### config.mk
export PLATFORM = sky130hd
export DESIGN_NAME = port_alternate_function_select
export DESIGN_NICKNAME = d
export VERILOG_FILES = /design/src/pin_select_pkg.sv /design/src/pin_function_mux.sv /design/src/port_alternate_function_select.sv
export SDC_FILE = /design/constraint.sdc
export NUM_CORES = 1
export LEC_CHECK = 0
export BUFFER_PORTS_ARGS = -buffer_cell sky130_fd_sc_hd__clkbuf_2
export CORE_MARGIN = 10
export CORE_UTILIZATION = 49
export DETAILED_ROUTE_END_ITERATION = 10
export MAX_ROUTING_LAYER = met4
export PLACE_DENSITY = 0.86
export SYNTH_ARGS = -nofsm -noshare
export SYNTH_HDL_FRONTEND = slang
export SYNTH_HIERARCHICAL = 1
export SYNTH_SLANG_ARGS = --single-unit
### constraint.sdc
create_clock -name hclk -period 2.5 [get_ports hclk]
set_input_delay 0.375 -clock hclk [delete_from_list [all_inputs] [get_ports hclk]]
set_output_delay 0.375 -clock hclk [all_outputs]
set_load 0.01 [all_outputs]
### src/pin_select_pkg.sv
// Shared constants and types of the port alternate function selector.
package pin_select_pkg;

   // ----------------------------------------------------------------
   // Register map
   // ----------------------------------------------------------------
   localparam logic [7:0] porta_sel_addr = 8'h14;
   localparam logic [7:0] portb_sel_addr = 8'h18;
   localparam logic [7:0] periph_mode_addr = 8'h1c;
   localparam logic [7:0] pin_level_addr = 8'h20;

   localparam logic [15:0] porta_sel_reset = 16'h0000;
   localparam logic [15:0] portb_sel_reset = 16'h0000;
   localparam logic [7:0] periph_mode_reset = 8'h00;

   // Writable bits; reserved bits are held at zero.
   localparam logic [15:0] porta_sel_mask = 16'h3f7f;
   localparam logic [15:0] portb_sel_mask = 16'h1ff0;

   // ----------------------------------------------------------------
   // Field positions
   // ----------------------------------------------------------------
   localparam int pa14_lsb = 12;
   localparam int pa13_lsb = 10;
   localparam int pa12_lsb = 8;
   localparam int pa11_lsb = 6;
   localparam int pb5_lsb = 11;
   localparam int pb4_lsb = 8;
   localparam int pb3_lsb = 6;
   localparam int pb2_lsb = 4;

   // ----------------------------------------------------------------
   // Pins and function slots
   // ----------------------------------------------------------------
   localparam int pin_count = 8;
   localparam int slot_count = 5;
   localparam int pin_pa11 = 0;
   localparam int pin_pa12 = 1;
   localparam int pin_pa13 = 2;
   localparam int pin_pa14 = 3;
   localparam int pin_pb2 = 4;
   localparam int pin_pb3 = 5;
   localparam int pin_pb4 = 6;
   localparam int pin_pb5 = 7;

   // Slot numbers equal the selector code of each pin.
   localparam logic [2:0] pa14_timer_b_ch3 = 3'h0;
   localparam logic [2:0] pa14_spi_b_master_out = 3'h1;
   localparam logic [2:0] pa14_timer_a_ch3 = 3'h2;
   localparam logic [2:0] pa13_timer_b_ch2 = 3'h0;
   localparam logic [2:0] pa13_spi_b_master_in = 3'h1;
   localparam logic [2:0] pa13_timer_a_ch2 = 3'h2;
   localparam logic [2:0] pa12_timer_b_ch1 = 3'h0;
   localparam logic [2:0] pa12_spi_b_serial_clock = 3'h1;
   localparam logic [2:0] pa12_timer_a_ch1 = 3'h2;
   localparam logic [2:0] pa11_comparator_b_input_2 = 3'h0;
   localparam logic [2:0] pa11_timer_b_ch3 = 3'h1;
   localparam logic [2:0] pb5_timer_a_ch1 = 3'h0;
   localparam logic [2:0] pb5_pwm_fault_input_3 = 3'h1;
   localparam logic [2:0] pb5_external_clock_input = 3'h2;
   localparam logic [2:0] pb4_timer_a_ch0 = 3'h0;
   localparam logic [2:0] pb4_clock_output = 3'h1;
   localparam logic [2:0] pb4_spi_b_slave_select = 3'h2;
   localparam logic [2:0] pb4_timer_b_ch0 = 3'h3;
   localparam logic [2:0] pb4_pwm_pair45_ext_source = 3'h4;
   localparam logic [2:0] pb3_spi_a_master_out = 3'h0;
   localparam logic [2:0] pb3_timer_a_ch3 = 3'h1;
   localparam logic [2:0] pb3_pwm_pair23_ext_source = 3'h2;
   localparam logic [2:0] pb2_spi_a_master_in = 3'h0;
   localparam logic [2:0] pb2_timer_a_ch2 = 3'h1;
   localparam logic [2:0] pb2_pwm_pair01_ext_source = 3'h2;

   // Highest legal code for a two-bit selector, the one-bit one and the three-bit one.
   localparam logic [2:0] two_bit_max_code = 3'h2;
   localparam logic [2:0] one_bit_max_code = 3'h1;
   localparam logic [2:0] pb4_max_code = 3'h4;

   // ----------------------------------------------------------------
   // Carrier types
   // ----------------------------------------------------------------
   typedef struct packed {
      logic out;
      logic oe;
   } pin_drive_s;

   localparam logic [1:0] htrans_nonseq = 2'h2;

endpackage

### src/pin_function_mux.sv
// One pin's selection between its general-purpose driver and its peripherals.
`timescale 1ns/10ps
`default_nettype none
module pin_function_mux (
   // Clock and reset
   input wire logic clk,
   input wire logic rst_n,
   // Selection
   input wire logic periph_mode,
   input wire logic [2:0] sel,
   input wire logic sel_valid,
   // Sources
   input wire pin_select_pkg::pin_drive_s gpio_drive,
   input wire logic [pin_select_pkg::slot_count-1:0] func_out,
   input wire logic [pin_select_pkg::slot_count-1:0] func_oe,
   input wire logic pad_in,
   // Registered results
   output pin_select_pkg::pin_drive_s pad_drive,
   output logic [pin_select_pkg::slot_count-1:0] func_in
);

   // ----------------------------------------------------------------
   // Selection
   // ----------------------------------------------------------------
   // A reserved code leaves the pin with its general-purpose driver, so a
   // bad write can never hand the pad to an unrelated peripheral.
   wire logic use_periph = periph_mode & sel_valid;
   wire logic [pin_select_pkg::slot_count-1:0] slot_hit =
      use_periph ? (pin_select_pkg::slot_count'(1) << sel) : '0;
   pin_select_pkg::pin_drive_s next_pad_drive;
   assign next_pad_drive.out = use_periph ? func_out[sel] : gpio_drive.out;
   assign next_pad_drive.oe = use_periph ? func_oe[sel] : gpio_drive.oe;

   // ----------------------------------------------------------------
   // Registers
   // ----------------------------------------------------------------
   always_ff @(posedge clk or negedge rst_n) begin
      if (!rst_n) begin
         pad_drive <= '0;
         func_in <= '0;
      end else begin
         pad_drive <= next_pad_drive;
         func_in <= slot_hit & {pin_select_pkg::slot_count{pad_in}};
      end
   end

endmodule
`default_nettype wire

### src/port_alternate_function_select.sv
// Port alternate function selector with its AHB-Lite register slave.
// How it works
// - Port A pin 14 code 0 timer B ch3, 1 SPI B out, 2 timer A ch3.
// - Port A pin 13 code 0 timer B ch2, 1 SPI B in, 2 timer A ch2.
// - Port A pin 12 code 0 timer B ch1, 1 SPI B clock, 2 timer A ch1.
// - Port A pin 11 bit 6: 0 comparator B input 2, 1 timer B ch3.
// - Port B pin 5 code 0 timer A ch1, 1 fault 3, 2 clock in.
// - Port B pin 4 codes 0 to 4 pick timer, clock out, slave select, PWM.
// - Port B pin 3 code 0 SPI A out, 1 timer A ch3, 2 PWM 2/3 source.
// - Port B pin 2 code 0 SPI A in, 1 timer A ch2, 2 PWM 0/1 source.
// - Pins reset to general-purpose; selections act only in peripheral mode.
//
// Chosen here: the AHB-Lite slave port.
`timescale 1ns/10ps
`default_nettype none
module port_alternate_function_select (
   // Clock and reset
   input wire logic hclk,
   input wire logic hresetn,
   // AHB-Lite slave
   input wire logic hsel,
   input wire logic [31:0] haddr,
   input wire logic [1:0] htrans,
   input wire logic hwrite,
   input wire logic [2:0] hsize,
   input wire logic [31:0] hwdata,
   input wire logic hready,
   output logic [31:0] hrdata,
   output logic hreadyout,
   output logic hresp,
   // General-purpose port drivers, one per covered pin
   input wire logic [pin_select_pkg::pin_count-1:0] gpio_out,
   input wire logic [pin_select_pkg::pin_count-1:0] gpio_oe,
   // Peripheral drivers and receivers, indexed by pin then selector code
   input wire logic [pin_select_pkg::pin_count-1:0][pin_select_pkg::slot_count-1:0] func_out,
   input wire logic [pin_select_pkg::pin_count-1:0][pin_select_pkg::slot_count-1:0] func_oe,
   output logic [pin_select_pkg::pin_count-1:0][pin_select_pkg::slot_count-1:0] func_in,
   // Pads
   input wire logic [pin_select_pkg::pin_count-1:0] pad_in,
   output logic [pin_select_pkg::pin_count-1:0] pad_out,
   output logic [pin_select_pkg::pin_count-1:0] pad_oe
);

   // ----------------------------------------------------------------
   // Decoding helpers
   // ----------------------------------------------------------------
   function automatic logic code_ok(input logic [2:0] code, input logic [2:0] max_code);
      code_ok = (code <= max_code);
   endfunction

   function automatic logic addr_is(input logic [31:0] addr, input logic [7:0] reg_addr);
      addr_is = (addr[31:8] == 24'h000000) && (addr[7:0] == reg_addr);
   endfunction

   // ----------------------------------------------------------------
   // Bus address phase
   // ----------------------------------------------------------------
   logic [15:0] porta_sel;
   logic [15:0] portb_sel;
   logic [7:0] periph_mode;
   logic [7:0] pin_level;
   logic wr_pending;
   logic [31:0] wr_addr;

   wire logic take = hsel & hready & (htrans == pin_select_pkg::htrans_nonseq);
   wire logic take_write = take & hwrite;
   wire logic take_read = take & ~hwrite;

   // Data phase of a write lands here; a read in the same cycle sees it.
   wire logic wr_porta = wr_pending & addr_is(wr_addr, pin_select_pkg::porta_sel_addr);
   wire logic wr_portb = wr_pending & addr_is(wr_addr, pin_select_pkg::portb_sel_addr);
   wire logic wr_mode = wr_pending & addr_is(wr_addr, pin_select_pkg::periph_mode_addr);

   // Reserved positions are masked so they store nothing and read zero.
   wire logic [15:0] next_porta_sel = wr_porta ?
      (hwdata[15:0] & pin_select_pkg::porta_sel_mask) : porta_sel;
   wire logic [15:0] next_portb_sel = wr_portb ?
      (hwdata[15:0] & pin_select_pkg::portb_sel_mask) : portb_sel;
   wire logic [7:0] next_periph_mode = wr_mode ? hwdata[7:0] : periph_mode;

   wire logic [31:0] read_value =
      addr_is(haddr, pin_select_pkg::porta_sel_addr) ? {16'h0000, next_porta_sel} :
      addr_is(haddr, pin_select_pkg::portb_sel_addr) ? {16'h0000, next_portb_sel} :
      addr_is(haddr, pin_select_pkg::periph_mode_addr) ? {24'h000000, next_periph_mode} :
      addr_is(haddr, pin_select_pkg::pin_level_addr) ? {24'h000000, pin_level} :
      32'h00000000;

   // ----------------------------------------------------------------
   // Bus and register state
   // ----------------------------------------------------------------
   always_ff @(posedge hclk or negedge hresetn) begin
      if (!hresetn) begin
         porta_sel <= pin_select_pkg::porta_sel_reset;
         portb_sel <= pin_select_pkg::portb_sel_reset;
         periph_mode <= pin_select_pkg::periph_mode_reset;
         pin_level <= 8'h00;
         wr_pending <= 1'b0;
         wr_addr <= 32'h00000000;
         hrdata <= 32'h00000000;
         hreadyout <= 1'b1;
         hresp <= 1'b0;
      end else begin
         porta_sel <= next_porta_sel;
         portb_sel <= next_portb_sel;
         periph_mode <= next_periph_mode;
         pin_level <= pad_in;
         wr_pending <= take_write;
         wr_addr <= take_write ? haddr : wr_addr;
         hrdata <= take_read ? read_value : 32'h00000000;
         hreadyout <= 1'b1;
         hresp <= 1'b0;
      end
   end

   // ----------------------------------------------------------------
   // Field extraction
   // ----------------------------------------------------------------
   // Bits 15-14 and 7 of port A and bit 3 of port B are never looked at,
   // so a careless write there changes no pin.
   logic [pin_select_pkg::pin_count-1:0][2:0] sel;
   logic [pin_select_pkg::pin_count-1:0] sel_valid;

   assign sel[pin_select_pkg::pin_pa14] =
      {1'b0, porta_sel[pin_select_pkg::pa14_lsb +: 2]};
   assign sel[pin_select_pkg::pin_pa13] =
      {1'b0, porta_sel[pin_select_pkg::pa13_lsb +: 2]};
   assign sel[pin_select_pkg::pin_pa12] =
      {1'b0, porta_sel[pin_select_pkg::pa12_lsb +: 2]};
   assign sel[pin_select_pkg::pin_pa11] =
      {2'b00, porta_sel[pin_select_pkg::pa11_lsb]};
   assign sel[pin_select_pkg::pin_pb5] =
      {1'b0, portb_sel[pin_select_pkg::pb5_lsb +: 2]};
   assign sel[pin_select_pkg::pin_pb4] =
      portb_sel[pin_select_pkg::pb4_lsb +: 3];
   assign sel[pin_select_pkg::pin_pb3] =
      {1'b0, portb_sel[pin_select_pkg::pb3_lsb +: 2]};
   assign sel[pin_select_pkg::pin_pb2] =
      {1'b0, portb_sel[pin_select_pkg::pb2_lsb +: 2]};

   // Code 11 of a two-bit field and codes above 100 of port B pin 4 are
   // treated as reserved and leave the pin on its general-purpose driver.
   assign sel_valid[pin_select_pkg::pin_pa14] =
      code_ok(sel[pin_select_pkg::pin_pa14], pin_select_pkg::two_bit_max_code);
   assign sel_valid[pin_select_pkg::pin_pa13] =
      code_ok(sel[pin_select_pkg::pin_pa13], pin_select_pkg::two_bit_max_code);
   assign sel_valid[pin_select_pkg::pin_pa12] =
      code_ok(sel[pin_select_pkg::pin_pa12], pin_select_pkg::two_bit_max_code);
   assign sel_valid[pin_select_pkg::pin_pa11] =
      code_ok(sel[pin_select_pkg::pin_pa11], pin_select_pkg::one_bit_max_code);
   assign sel_valid[pin_select_pkg::pin_pb5] =
      code_ok(sel[pin_select_pkg::pin_pb5], pin_select_pkg::two_bit_max_code);
   assign sel_valid[pin_select_pkg::pin_pb4] =
      code_ok(sel[pin_select_pkg::pin_pb4], pin_select_pkg::pb4_max_code);
   assign sel_valid[pin_select_pkg::pin_pb3] =
      code_ok(sel[pin_select_pkg::pin_pb3], pin_select_pkg::two_bit_max_code);
   assign sel_valid[pin_select_pkg::pin_pb2] =
      code_ok(sel[pin_select_pkg::pin_pb2], pin_select_pkg::two_bit_max_code);

   // ----------------------------------------------------------------
   // Pin multiplexers
   // ----------------------------------------------------------------
   genvar p;
   generate
      for (p = 0; p < pin_select_pkg::pin_count; p++) begin : g_pin
         pin_select_pkg::pin_drive_s gpio_drive;
         pin_select_pkg::pin_drive_s pad_drive;
         assign gpio_drive.out = gpio_out[p];
         assign gpio_drive.oe = gpio_oe[p];
         // Peripheral mode off keeps the general-purpose driver on the pad.
         pin_function_mux u_mux (
            .clk(hclk),
            .rst_n(hresetn),
            .periph_mode(periph_mode[p]),
            .sel(sel[p]),
            .sel_valid(sel_valid[p]),
            .gpio_drive(gpio_drive),
            .func_out(func_out[p]),
            .func_oe(func_oe[p]),
            .pad_in(pad_in[p]),
            .pad_drive(pad_drive),
            .func_in(func_in[p])
         );
         assign pad_out[p] = pad_drive.out;
         assign pad_oe[p] = pad_drive.oe;
      end
   endgenerate

endmodule
`default_nettype wire

==> summary.txt, run 1 <==
Worst setup path
  • Crit Path Class: reg -> reg
  • WP data required: 2.78 ns
  • CP Capture Type: flop
  • Crit-path max FO: 16
  • Critical path launch point type: flop
  • Worst Path Arrival: 2.54 ns

Power
  • Leakage power: 4.72 nW
  • PD cells: 638 nW/um^2
  • Max VDD drop: 423 uV

GRT
  • Grt total ovfl: 0
  • First-pass GRT wire length: between 20000 and 30000 um
  • Vias in the first global route: 5616
  • Total track usage: roughly 20%
  • Initial antenna violation count: 0
  • Largest net degree at the start of global routing: 57

STA
  • Skew final: a little over 0.007 ns
  • Final worst slack: 0.247 ns
  • Worst-Margin Slew: 0.726 ns
  • RSZ-0062 raised after global routing: false
  • Final setup viols: 0
  • Minimum clock period: 2.25 ns
  • Final period util: around 90%
  • Setup Total Neg Slack: 0 ns
  • Fin. max-slew vios: 0
  • Slew margin rel.: between 50% and 60%
  • FMAX: roughly 440 MHz
  • Final Hold Viols: 0

Finish
  • Nets@finish: 1067
  • Share of cells above drive strength 1: 34.3%
  • Design Area, Final: 8910 um^2
  • Diode count: 0
  • Layout area overhead: 32.1%

Die
  • Die area: 18900 um^2
  • Top-level I/O count: 268
  • Die W: 137 um
  • Core Footprint: 13300 um^2
  • Initial core utilization: approximately half
  • Die Y: about 140 um
  • FP Rows: 42

Logic synthesis
  • Post-synthesis sequential area ratio: 56.7%
  • Post-synth EDFFs: 0
  • Synth async-reset ratio: 100%
  • Ys Warns: 6
  • Yosys cell types: 39
  • Flop and latch count out of synthesis: 153
  • Syn Inst Count: 597
  • Ys flop type: dfrtp_1
  • Cell area after synthesis: ~6800 um^2
  • Mean Syn Cell Area: roughly 11 um^2

Clocking
  • CTS tree: yes
  • Clock latency on the worst-skew pair: just over 0.4 ns
  • Post-CTS Setup Repair Bufs: 0
  • Clk slew on worst S/H paths: 0.06 ns
  • H-tree levels: 4
  • CTS root buf: clkbuf_16
  • Clock sink count: about 150
  • CTS Buf Count: 17
  • Clk buf depth: 2

Drt
  • DRT Wirelength: 18000 um
  • DRC: 0
  • Via/cell ratio: 4.98
  • DRT antenna net count: 0
  • DR iter-0 viols: between 200 and 300
  • DRT Pass-1 Iters: 5
  • Vias: 5369
  • WL/cell: 16.7 um

Placement
  • Setup WS pre-CTS: about 0.15 ns
  • Dpl cell area: 8310 um^2
  • RePlAce Congestion: 0.872
  • Final HPWL DP: 13900 um
  • Port Buffers: 228

Min path
  • Hold crit path type: in -> reg

Run
  • Max_cap viols: 0

Run status
  • Status: finished, final reports clean
## flip-flops by register name, indices dropped and copies added (netlist names)
name / flops
g_pin.u_mux/pad_drive: 16
porta_sel: 16
wr_addr: 32
periph_mode: 8
hrdata: 16
portb_sel: 16
wr_pending: 1
pin_level: 8
g_pin.u_mux/func_in: 40
## cell usage in the layout, fill, tap and decap left out, drive strengths merged, types with 17 or more instances in the layout
cell type	instances
nor4	17
mux2	25
nand3	23
nand2	132
and2	17
a31oi	19
clkbuf	248
conb	68
nor2	47
nand2b	22
dfrtp	153
## cells in the mapped netlist, types with 3 or more instances
| library cell | count | area share (%) |
|---|---|---|
| a21oi_1 | 8 | 0.59 |
| a31oi_1 | 19 | 1.8 |
| and2_1 | 17 | 1.6 |
| and3_2 | 8 | 0.89 |
| and4_1 | 8 | 1.0 |
| and4b_1 | 9 | 1.3 |
| buf_4 | 20 | 2.2 |
| clkbuf_1 | 12 | 0.67 |
| dfrtp_1 | 153 | 57 |
| inv_1 | 8 | 0.44 |
| mux2_1 | 11 | 1.8 |
| mux2_2 | 14 | 2.3 |
| mux2i_1 | 5 | 0.74 |
| mux4_1 | 16 | 6.2 |
| nand2_1 | 132 | 7.3 |
| nand2b_1 | 22 | 2.0 |
| nand3_1 | 23 | 1.7 |
| nor2_1 | 47 | 2.6 |
| nor2b_1 | 12 | 1.1 |
| nor3_2 | 5 | 0.74 |
| nor4_1 | 10 | 0.93 |
| nor4_2 | 4 | 0.74 |
| nor4_4 | 3 | 0.95 |
| o2111a_1 | 5 | 0.83 |
| o21ai_0 | 3 | 0.22 |
| o21ai_1 | 5 | 0.37 |
| o221ai_1 | 3 | 0.39 |
## metrics by stage
step / total power [W] / instances / util [%] / hold slack (ns)
after floorplan: 0.00294 / 663 / - / 0.0794
after global placement: 0.00315 / 1045 / 62.2 / 0.335
after detailed placement: 0.00318 / 1045 / 62.2 / 0.337
after CTS: 0.00574 / 1078 / 66.8 / 0.0710
after global routing: 0.00592 / 1078 / 66.8 / 0.0711
final: 0.00569 / 1078 / 66.8 / 0.0932
## where the power goes
part / internal, W / leakage (nW) / switching, W
combinational: 0.000210 / 2.39 / 0.000243
clock: 0.00157 / 0.287 / 0.000983
sequential: 0.00260 / 2.04 / 0.0000774
total: 0.00439 / 4.72 / 0.00130
## timing repair
item / in CTS / in global routing
hold endpoints to repair: 44 / 0
hold buffers: 1 / 0
gates resized for setup: 0 / 0
## cells by family after synthesis
kind of cell / share of synthesized area [%]
mux: 11.1
flops: 56.7
other cells: 0.111
compound gates: 4.30
buf+inv: 3.45
simple gates: 24.3
## metal layers
| layer | global-route usage, % | vias up | part of all wire [%] |
|---|---|---|---|
| met5 | - | - | 0 |
| met2 | 32.8 | 180 | 51 |
| met1 | 22.3 | 2580 | 41 |
| met3 | 5.61 | 14 | 7.1 |
| met4 | 5.39 | 0 | 0.77 |
| li1 | - | 2595 | - |
## critical path, stage by stage, from the launching register on
cell and delay [ns]:
dfrtp_1 0.38, nor4b_1 0.39, nand4_2 0.28, nor4_4 0.25
buf_12 0.20, mux2_1 0.35, a32oi_1 0.19, nor2_1 0.06
## layout make-up
class | count | area (um^2)
multi-input cells | 468 | 2940
repair buffers | 240 | 1290
clock inverters | 11 | 119
fillers | 1024 | 4430
flip-flops and latches | 153 | 3830
clock buffers | 21 | 480
inverters | 9 | 33.8
well taps | 176 | 220
## worst paths after layout
check / end / from / cells past startpoint / slack (ns)
setup / recovery: hrdata[13] / wr_addr[5] / 7 / 0.25
hold / removal: pin_level[1] / pad_in[1] / 1 / 0.09
setup reg to reg: hrdata[13] / wr_addr[5] / 7 / 0.25
hold reg to reg: wr_addr[11] / wr_addr[11] / 2 / 0.48
max in group asynchronous: wr_addr[21] / hresetn / 3 / 1.38
min in group asynchronous: g_pin[4].u_mux/func_in[0] / hresetn / 2 / 0.46
Note: power is estimated with default switching activity, not from simulation.
==> run 2: changes to the inputs <==
--- a/config.mk
+++ b/config.mk
@@ -5,7 +5,7 @@
 export SDC_FILE = /design/constraint.sdc
 export NUM_CORES = 1
 export LEC_CHECK = 0
-export BUFFER_PORTS_ARGS = -buffer_cell sky130_fd_sc_hd__clkbuf_2
+export BUFFER_PORTS_ARGS = -buffer_cell sky130_fd_sc_hd__buf_2
 export CORE_MARGIN = 10
 export CORE_UTILIZATION = 49
 export DETAILED_ROUTE_END_ITERATION = 10
==> run 2 against run 1 <==
  * Combinational power rose by 1%
  * Critical endpoint is now hrdata[6]
  * Maximum frequency grew 0.60%
  * Sequential share of layout area shrank 0.060 points
  * Highest routed layer unchanged
  * Critical path depth unchanged
  * Clock power is essentially flat
  * Global-route usage increased by 0.48 points
  * Largest power group unchanged
  * Final area up 0.14%
  * Die area unchanged
  * Critical path type unchanged
  * Non-clock buffer count is 4 higher
  * Hold slack got worse by 0.0040 ns
==> summary.txt, run 2 (synthesized netlist as in run 1, its figures left out) <==
Finish
  • Fin util: 66.9% (was 66.8%)
  • Register Area: 3830 um^2 (unchanged)
  • Fillers: 1042 (was 1024)
  • Commonest non-fill, non-tap cell in the layout: buf_2 (was clkbuf_2)
  • Layout area overhead: 32.3% (was 32.1%)
  • Share of cells above drive strength 1: 34.5% (was 34.3%)
  • Nets@finish: 1071 (was 1067)
  • Most frequent cells in the layout: buf_2 (227), dfrtp_1 (153), nand2_1 (132), conb_1 (68), nor2_1 (47) (was clkbuf_2 (227), dfrtp_1 (153), nand2_1 (132), conb_1 (68), nor2_1 (47))
  • Final cell count without fillers: 1084 (was 1078)
  • Regs by FF count: g_pin.u_mux/func_in (40), wr_addr (32) (unchanged)
  • Area occupied by multi-input gates: 2940 um^2 (unchanged)
  • Max reg flops: 40 (unchanged)
  • Most flops, register: g_pin.u_mux/func_in (unchanged)

Placement
  • Placed cell count: 1049 (was 1045)
  • Setup WS pre-CTS: 0.136 ns (was 0.152 ns)
  • Port Buffers: 228 (unchanged)
  • Final HPWL DP: 14300 um (was 13900 um)
  • RePlAce Congestion: 0.860 (was 0.872)

STA
  • Setup Total Neg Slack: 0 ns (unchanged)
  • Fin. max-slew vios: 0 (unchanged)
  • Slew margin rel.: 57.1% (was 51.4%)
  • RSZ-0062 raised after global routing: false (unchanged)
  • Worst-Margin Slew: 0.644 ns (was 0.726 ns)
  • Final worst slack: 0.261 ns (was 0.247 ns)
  • FMAX: 447 MHz (was 444 MHz)
  • Final Hold Viols: 0 (unchanged)
  • Skew final: 0.00638 ns (was 0.00722 ns)
  • Final period util: 89.6% (was 90.1%)
  • Minimum clock period: 2.24 ns (was 2.25 ns)
  • Final setup viols: 0 (unchanged)

Die
  • FP Rows: 42 (unchanged)
  • Die W: 137 um (unchanged)
  • Top-level I/O count: 268 (unchanged)
  • Core Footprint: 13300 um^2 (unchanged)
  • Die area: 18900 um^2 (unchanged)
  • Initial core utilization: 50.6% (unchanged)
  • Die Y: 137 um (unchanged)

Clocking
  • CTS Buf Count: 17 (unchanged)
  • H-tree levels: 4 (unchanged)
  • Post-CTS Setup Repair Bufs: 0 (unchanged)
  • Clock latency on the worst-skew pair: 0.42 ns (was 0.41 ns)
  • CTS root buf: clkbuf_16 (unchanged)
  • PostCTS Resize Cnt: 0 (unchanged)
  • CTS tree: yes (unchanged)
  • Clock sink count: 153 (unchanged)
  • Clk buf depth: 2 (unchanged)
  • Clk slew on worst S/H paths: 0.06 ns (about the same)
  • Hold-fix buffers, CTS: 1 (unchanged)

GRT
  • Initial antenna violation count: 2 (was 0)
  • Total track usage: 20.0% (was 19.5%)
  • Vias in the first global route: 5744 (was 5616)
  • First-pass GRT wire length: 28600 um (was 28000 um)
  • Largest net degree at the start of global routing: 69 (was 57)
  • Grt total ovfl: 0 (unchanged)

Drt
  • DRT Wirelength: 18400 um (was 18000 um)
  • DRC: 0 (unchanged)
  • Vias: 5391 (was 5369)
  • DRT antenna net count: 0 (unchanged)
  • Via/cell ratio: 4.97 (was 4.98)
  • DR iter-0 viols: 247 (was 281)
  • DRT Pass-1 Iters: 4 (was 5)
  • WL/cell: 17.0 um (was 16.7 um)

Power
  • Leakage power: 4.76 nW (was 4.72 nW)
  • PD cells: 634 nW/um^2 (was 638 nW/um^2)
  • Max VDD drop: 465 uV (was 423 uV)

Worst setup path
  • Critical path launch point type: flop (unchanged)
  • Worst Path Arrival: 2.51 ns (was 2.54 ns)
  • Critical path origin: wr_addr[14] (was wr_addr[5])
  • Crit-path max FO: 12 (was 16)
  • Crit Path Class: reg -> reg (unchanged)
  • CP Capture Type: flop (unchanged)
  • Worst reg2reg path depth: 7 (unchanged)
  • FF-to-FF Start: wr_addr[14] (was wr_addr[5])
  • WP data required: 2.77 ns (was 2.78 ns)

Run
  • Max_cap viols: 0 (unchanged)

Run status
  • Status: finished, final reports clean (unchanged)

Min path
  • Worst Hold Path Cells: 1 (unchanged)
  • Hold Path Origin: pad_in[6] (was pad_in[1])
  • Hold crit path type: in -> reg (unchanged)
run 2: cell count changes in the layout (fill, tap and decap cells not counted), sizes merged:
cell,delta
clkbuf,-228
clkinvlp,-2
buf,+231
diode,+2
clkinv,+3
run 2: through the flow:
step	power, W	hold WS, ns	instance area, um^2
5_1_grt	0.00589	0.0651	8930
6_report	0.00566	0.0893	8930
3_5_place_dp	0.00318	0.416	8320
4_1_cts	0.00571	0.0698	8920
2_1_floorplan	0.00294	0.0794	7000
3_3_place_gp	0.00315	0.404	8320
run 2: worst paths after layout:
kind	to	slack [ns]
setup / recovery	hrdata[6]	0.26
hold / removal	pin_level[6]	0.09
setup reg to reg	hrdata[6]	0.26
hold reg to reg	porta_sel[2]	0.48
max in group asynchronous	g_pin[1].u_mux/func_in[3]	1.16
min in group asynchronous	g_pin[4].u_mux/pad_drive[1]	0.52
run 2: cell type report:
class | count | area share (%)
Antenna cell | 2 | 0.0561
Clock buffer | 20 | 5.23
Multi-Input combinational cell | 468 | 33.0
Timing Repair Buffer | 244 | 14.6
Sequential cell | 153 | 42.9
Clock inverter | 12 | 1.37
Inverter | 9 | 0.378
Tap cell | 176 | 2.47
run 2: routing by layer:
metal  vias to the layer above  track usage (%)  wire [um]
li1                       2603                -          -
met1                      2562             21.9       7200
met2                       195             33.9       9440
met3                        31             5.83       1440
met4                         0             7.38        357
met5                         -                -          0
run 2: worst max-delay path: stages (launching register included):
cell and delay [ns]:
dfrtp_1 0.38, nor4_2 0.32, nand4_2 0.27, nor4_4 0.26, buf_4 0.26, mux2_2 0.37, o221ai_1 0.17, a31oi_1 0.07
run 2: report_power, final:
group	switching (W)	internal [W]	total [W]
clock network	0.000978	0.00154	0.00252
registers	0.0000775	0.00260	0.00268
logic	0.000248	0.000209	0.000457
total	0.00130	0.00436	0.00566
==> run 3: changes to the inputs <==
--- a/config.mk
+++ b/config.mk
@@ -6,11 +6,15 @@
 export NUM_CORES = 1
 export LEC_CHECK = 0
 export BUFFER_PORTS_ARGS = -buffer_cell sky130_fd_sc_hd__buf_2
+export CELL_PAD_IN_SITES_DETAIL_PLACEMENT = 0
+export CELL_PAD_IN_SITES_GLOBAL_PLACEMENT = 1
+export CORE_ASPECT_RATIO = 0.7
 export CORE_MARGIN = 10
-export CORE_UTILIZATION = 49
+export CORE_UTILIZATION = 37
 export DETAILED_ROUTE_END_ITERATION = 10
+export GPL_TIMING_DRIVEN = 1
 export MAX_ROUTING_LAYER = met4
-export PLACE_DENSITY = 0.86
+export PLACE_DENSITY = 0.85
 export SYNTH_ARGS = -nofsm -noshare
 export SYNTH_HDL_FRONTEND = slang
 export SYNTH_HIERARCHICAL = 1
==> run 3 against run 2 <==
  * Total power is 1.1% higher
  * Sequential cell count is the same
  * Register-to-register slack got worse by 0.15 ns
  * Maximum frequency shrank 6.2%
  * First-iteration DRC count up 5.3%
  * Non-clock buffer count grew 2
  * Combinational power about the same
  * Sequential power barely moved
==> summary.txt, run 3 (synthesized netlist as in run 1, its figures left out) <==
Clocking
  • H-tree levels: 4 (unchanged)
  • Clk buf depth: 2 (unchanged)
  • CTS root buf: clkbuf_16 (unchanged)
  • Clock sink count: 153 (unchanged)
  • Clk slew on worst S/H paths: 0.07 ns (was 0.06 ns)
  • Clock latency on the worst-skew pair: 0.43 ns (was 0.42 ns)
  • CTS Buf Count: 17 (unchanged)
  • Post-CTS Setup Repair Bufs: 0 (unchanged)
  • CTS tree: yes (unchanged)

Finish
  • Nets@finish: 1073 (was 1071)
  • Share of cells above drive strength 1: 34.7% (was 34.5%)
  • Regs by FF count: g_pin.u_mux/func_in (40), wr_addr (32) (unchanged)
  • Most frequent cells in the layout: buf_2 (227), dfrtp_1 (153), nand2_1 (132), conb_1 (68), nor2_1 (47) (unchanged)
  • Max reg flops: 40 (unchanged)
  • Design Area, Final: 9020 um^2 (was 8930 um^2)
  • Diode count: 0 (was 2)
  • Layout area overhead: 33.6% (was 32.3%)
  • Commonest non-fill, non-tap cell in the layout: buf_2 (unchanged)
  • Fillers: 1714 (was 1042)
  • Most flops, register: g_pin.u_mux/func_in (unchanged)

STA
  • Fin. max-slew vios: 0 (unchanged)
  • Final Hold Viols: 0 (unchanged)
  • WHS: 0.0801 ns (was 0.0893 ns)
  • Slew margin rel.: 42.3% (was 57.1%)
  • FMAX: 419 MHz (was 447 MHz)
  • Skew final: 0.0153 ns (was 0.00638 ns)
  • Final setup viols: 0 (unchanged)
  • Minimum clock period: 2.39 ns (was 2.24 ns)
  • RSZ-0062 raised after global routing: false (unchanged)
  • Final period util: 95.5% (was 89.6%)
  • Final worst slack: 0.113 ns (was 0.261 ns)
  • Setup Total Neg Slack: 0 ns (unchanged)
  • Worst-Margin Slew: 0.860 ns (was 0.644 ns)

Worst setup path
  • Crit path cell chain: nor4_1, nand4_2, nor4_4, buf_12, mux2_1, a32oi_1, nor2_1 (was nor4_2, nand4_2, nor4_4, buf_4, mux2_2, o221ai_1, a31oi_1)
  • CP Capture Type: flop (unchanged)
  • Crit Path Class: reg -> reg (unchanged)
  • Crit-path max FO: 16 (was 12)
  • CP peak stage delay: 0.41 ns (was 0.38 ns)
  • Worst Path Arrival: 2.68 ns (was 2.51 ns)
  • Critical path launch point type: flop (unchanged)
  • CP max stage cell: nor4_1 (was dfrtp_1)
  • WP data required: 2.80 ns (was 2.77 ns)

Die
  • Initial core utilization: 37.6% (was 50.6%)
  • Die Y: 133 um (was 137 um)
  • Core Footprint: 18000 um^2 (was 13300 um^2)
  • Top-level I/O count: 268 (unchanged)
  • Die area: 24100 um^2 (was 18900 um^2)
  • Die W: 181 um (was 137 um)
  • FP Rows: 41 (was 42)

Power
  • PD cells: 634 nW/um^2 (about the same)
  • Max VDD drop: 364 uV (was 465 uV)
  • P_int: 0.00435 W (was 0.00436 W)
  • Clock share of power: 45.0% (was 44.5%)
  • Sequential share of power: 47.0% (was 47.4%)
  • Sw Ratio: 24.0% (was 23.0%)
  • Total power: 0.00572 W (was 0.00566 W)
  • Psw: 0.00137 W (was 0.00130 W)
  • Leakage power: 4.75 nW (was 4.76 nW)
  • Combinational group share of total power: 8.0% (was 8.1%)

Drt
  • Vias: 5258 (was 5391)
  • WL/cell: 16.6 um (was 17.0 um)
  • DRT Pass-1 Iters: 4 (unchanged)
  • DR iter-0 viols: 260 (was 247)
  • DRT antenna net count: 0 (unchanged)
  • DRC: 0 (unchanged)
  • DRT Wirelength: 19000 um (was 18400 um)
  • Via/cell ratio: 4.60 (was 4.97)

Placement
  • Port Buffers: 228 (unchanged)
  • Final HPWL DP: 14700 um (was 14300 um)
  • Dpl cell area: 8400 um^2 (was 8320 um^2)
  • Setup WS pre-CTS: 0.0933 ns (was 0.136 ns)
  • RePlAce Congestion: 0.869 (was 0.860)

Run status
  • Status: finished, final reports clean (unchanged)

GRT
  • Initial antenna violation count: 0 (was 2)
  • Grt total ovfl: 0 (unchanged)
  • First-pass GRT wire length: 30000 um (was 28600 um)
  • Vias in the first global route: 5540 (was 5744)
  • Total track usage: 16.1% (was 20.0%)
  • Largest net degree at the start of global routing: 50 (was 69)

Min path
  • Hold crit path type: in -> reg (unchanged)

Run
  • Max_cap viols: 0 (unchanged)
-- run 3: per-stage QoR --
stage | cells | utilization, %
2_1_floorplan | 663 | -
3_3_place_gp | 1111 | 46.8
3_5_place_dp | 1111 | 46.8
4_1_cts | 1144 | 50.2
5_1_grt | 1144 | 50.2
6_report | 1144 | 50.2
-- run 3: metal layers --
metal  global-route usage, %  vias up  wire [um]
li1                        -     2608          -
met1                    20.9     2476       8870
met2                    24.1      160       8680
met3                    4.36       14       1270
met4                    4.96        0        188
met5                       -        -          0
-- run 3: worst paths after layout --
kind                                                   to  depth (start not counted)  slack (ns)        start
worst min register to register                 wr_addr[6]                          2        0.48   wr_addr[6]
worst min-delay path                         pin_level[1]                          1        0.08    pad_in[1]
worst max-delay path                           hrdata[13]                          7        0.11  wr_addr[31]
worst max register to register                 hrdata[13]                          7        0.11  wr_addr[31]
min in group asynchronous       g_pin[1].u_mux/func_in[0]                          2        0.46      hresetn
max in group asynchronous                    porta_sel[4]                          3        1.24      hresetn
-- run 3: power by group through the flow --
stage	clock network, W	registers, W	logic (W)
2_1_floorplan	0	0.00272	0.000228
3_3_place_gp	0	0.00272	0.000445
4_1_cts	0.00263	0.00268	0.000462
5_1_grt	0.00274	0.00270	0.000523
3_5_place_dp	0	0.00272	0.000458
6_report	0.00257	0.00269	0.000458
-- run 3: worst max-delay path: cells and delay by family, from the launching register on --
kind,cells,cell delay [ns]
compound gates,1,0.22
buf+inv,1,0.20
flops,1,0.38
mux,1,0.36
simple gates,4,1.10
-- run 3: final cells by class --
class	instances	area, um^2	share of cell area [%]
Inverter	9	33.8	0.375
Timing Repair Buffer	246	1310	14.5
Clock buffer	19	453	5.02
Multi-Input combinational cell	468	2950	32.7
Tap cell	236	295	3.27
Sequential cell	153	3830	42.5
Clock inverter	13	145	1.61
-- run 3: repair_timing --
action / 4_1_cts / 5_1_grt
hold buffers: 1 / 0
gates resized for setup: 0 / 1
setup endpoints to repair: 0 / 4
hold endpoints to repair: 44 / 0
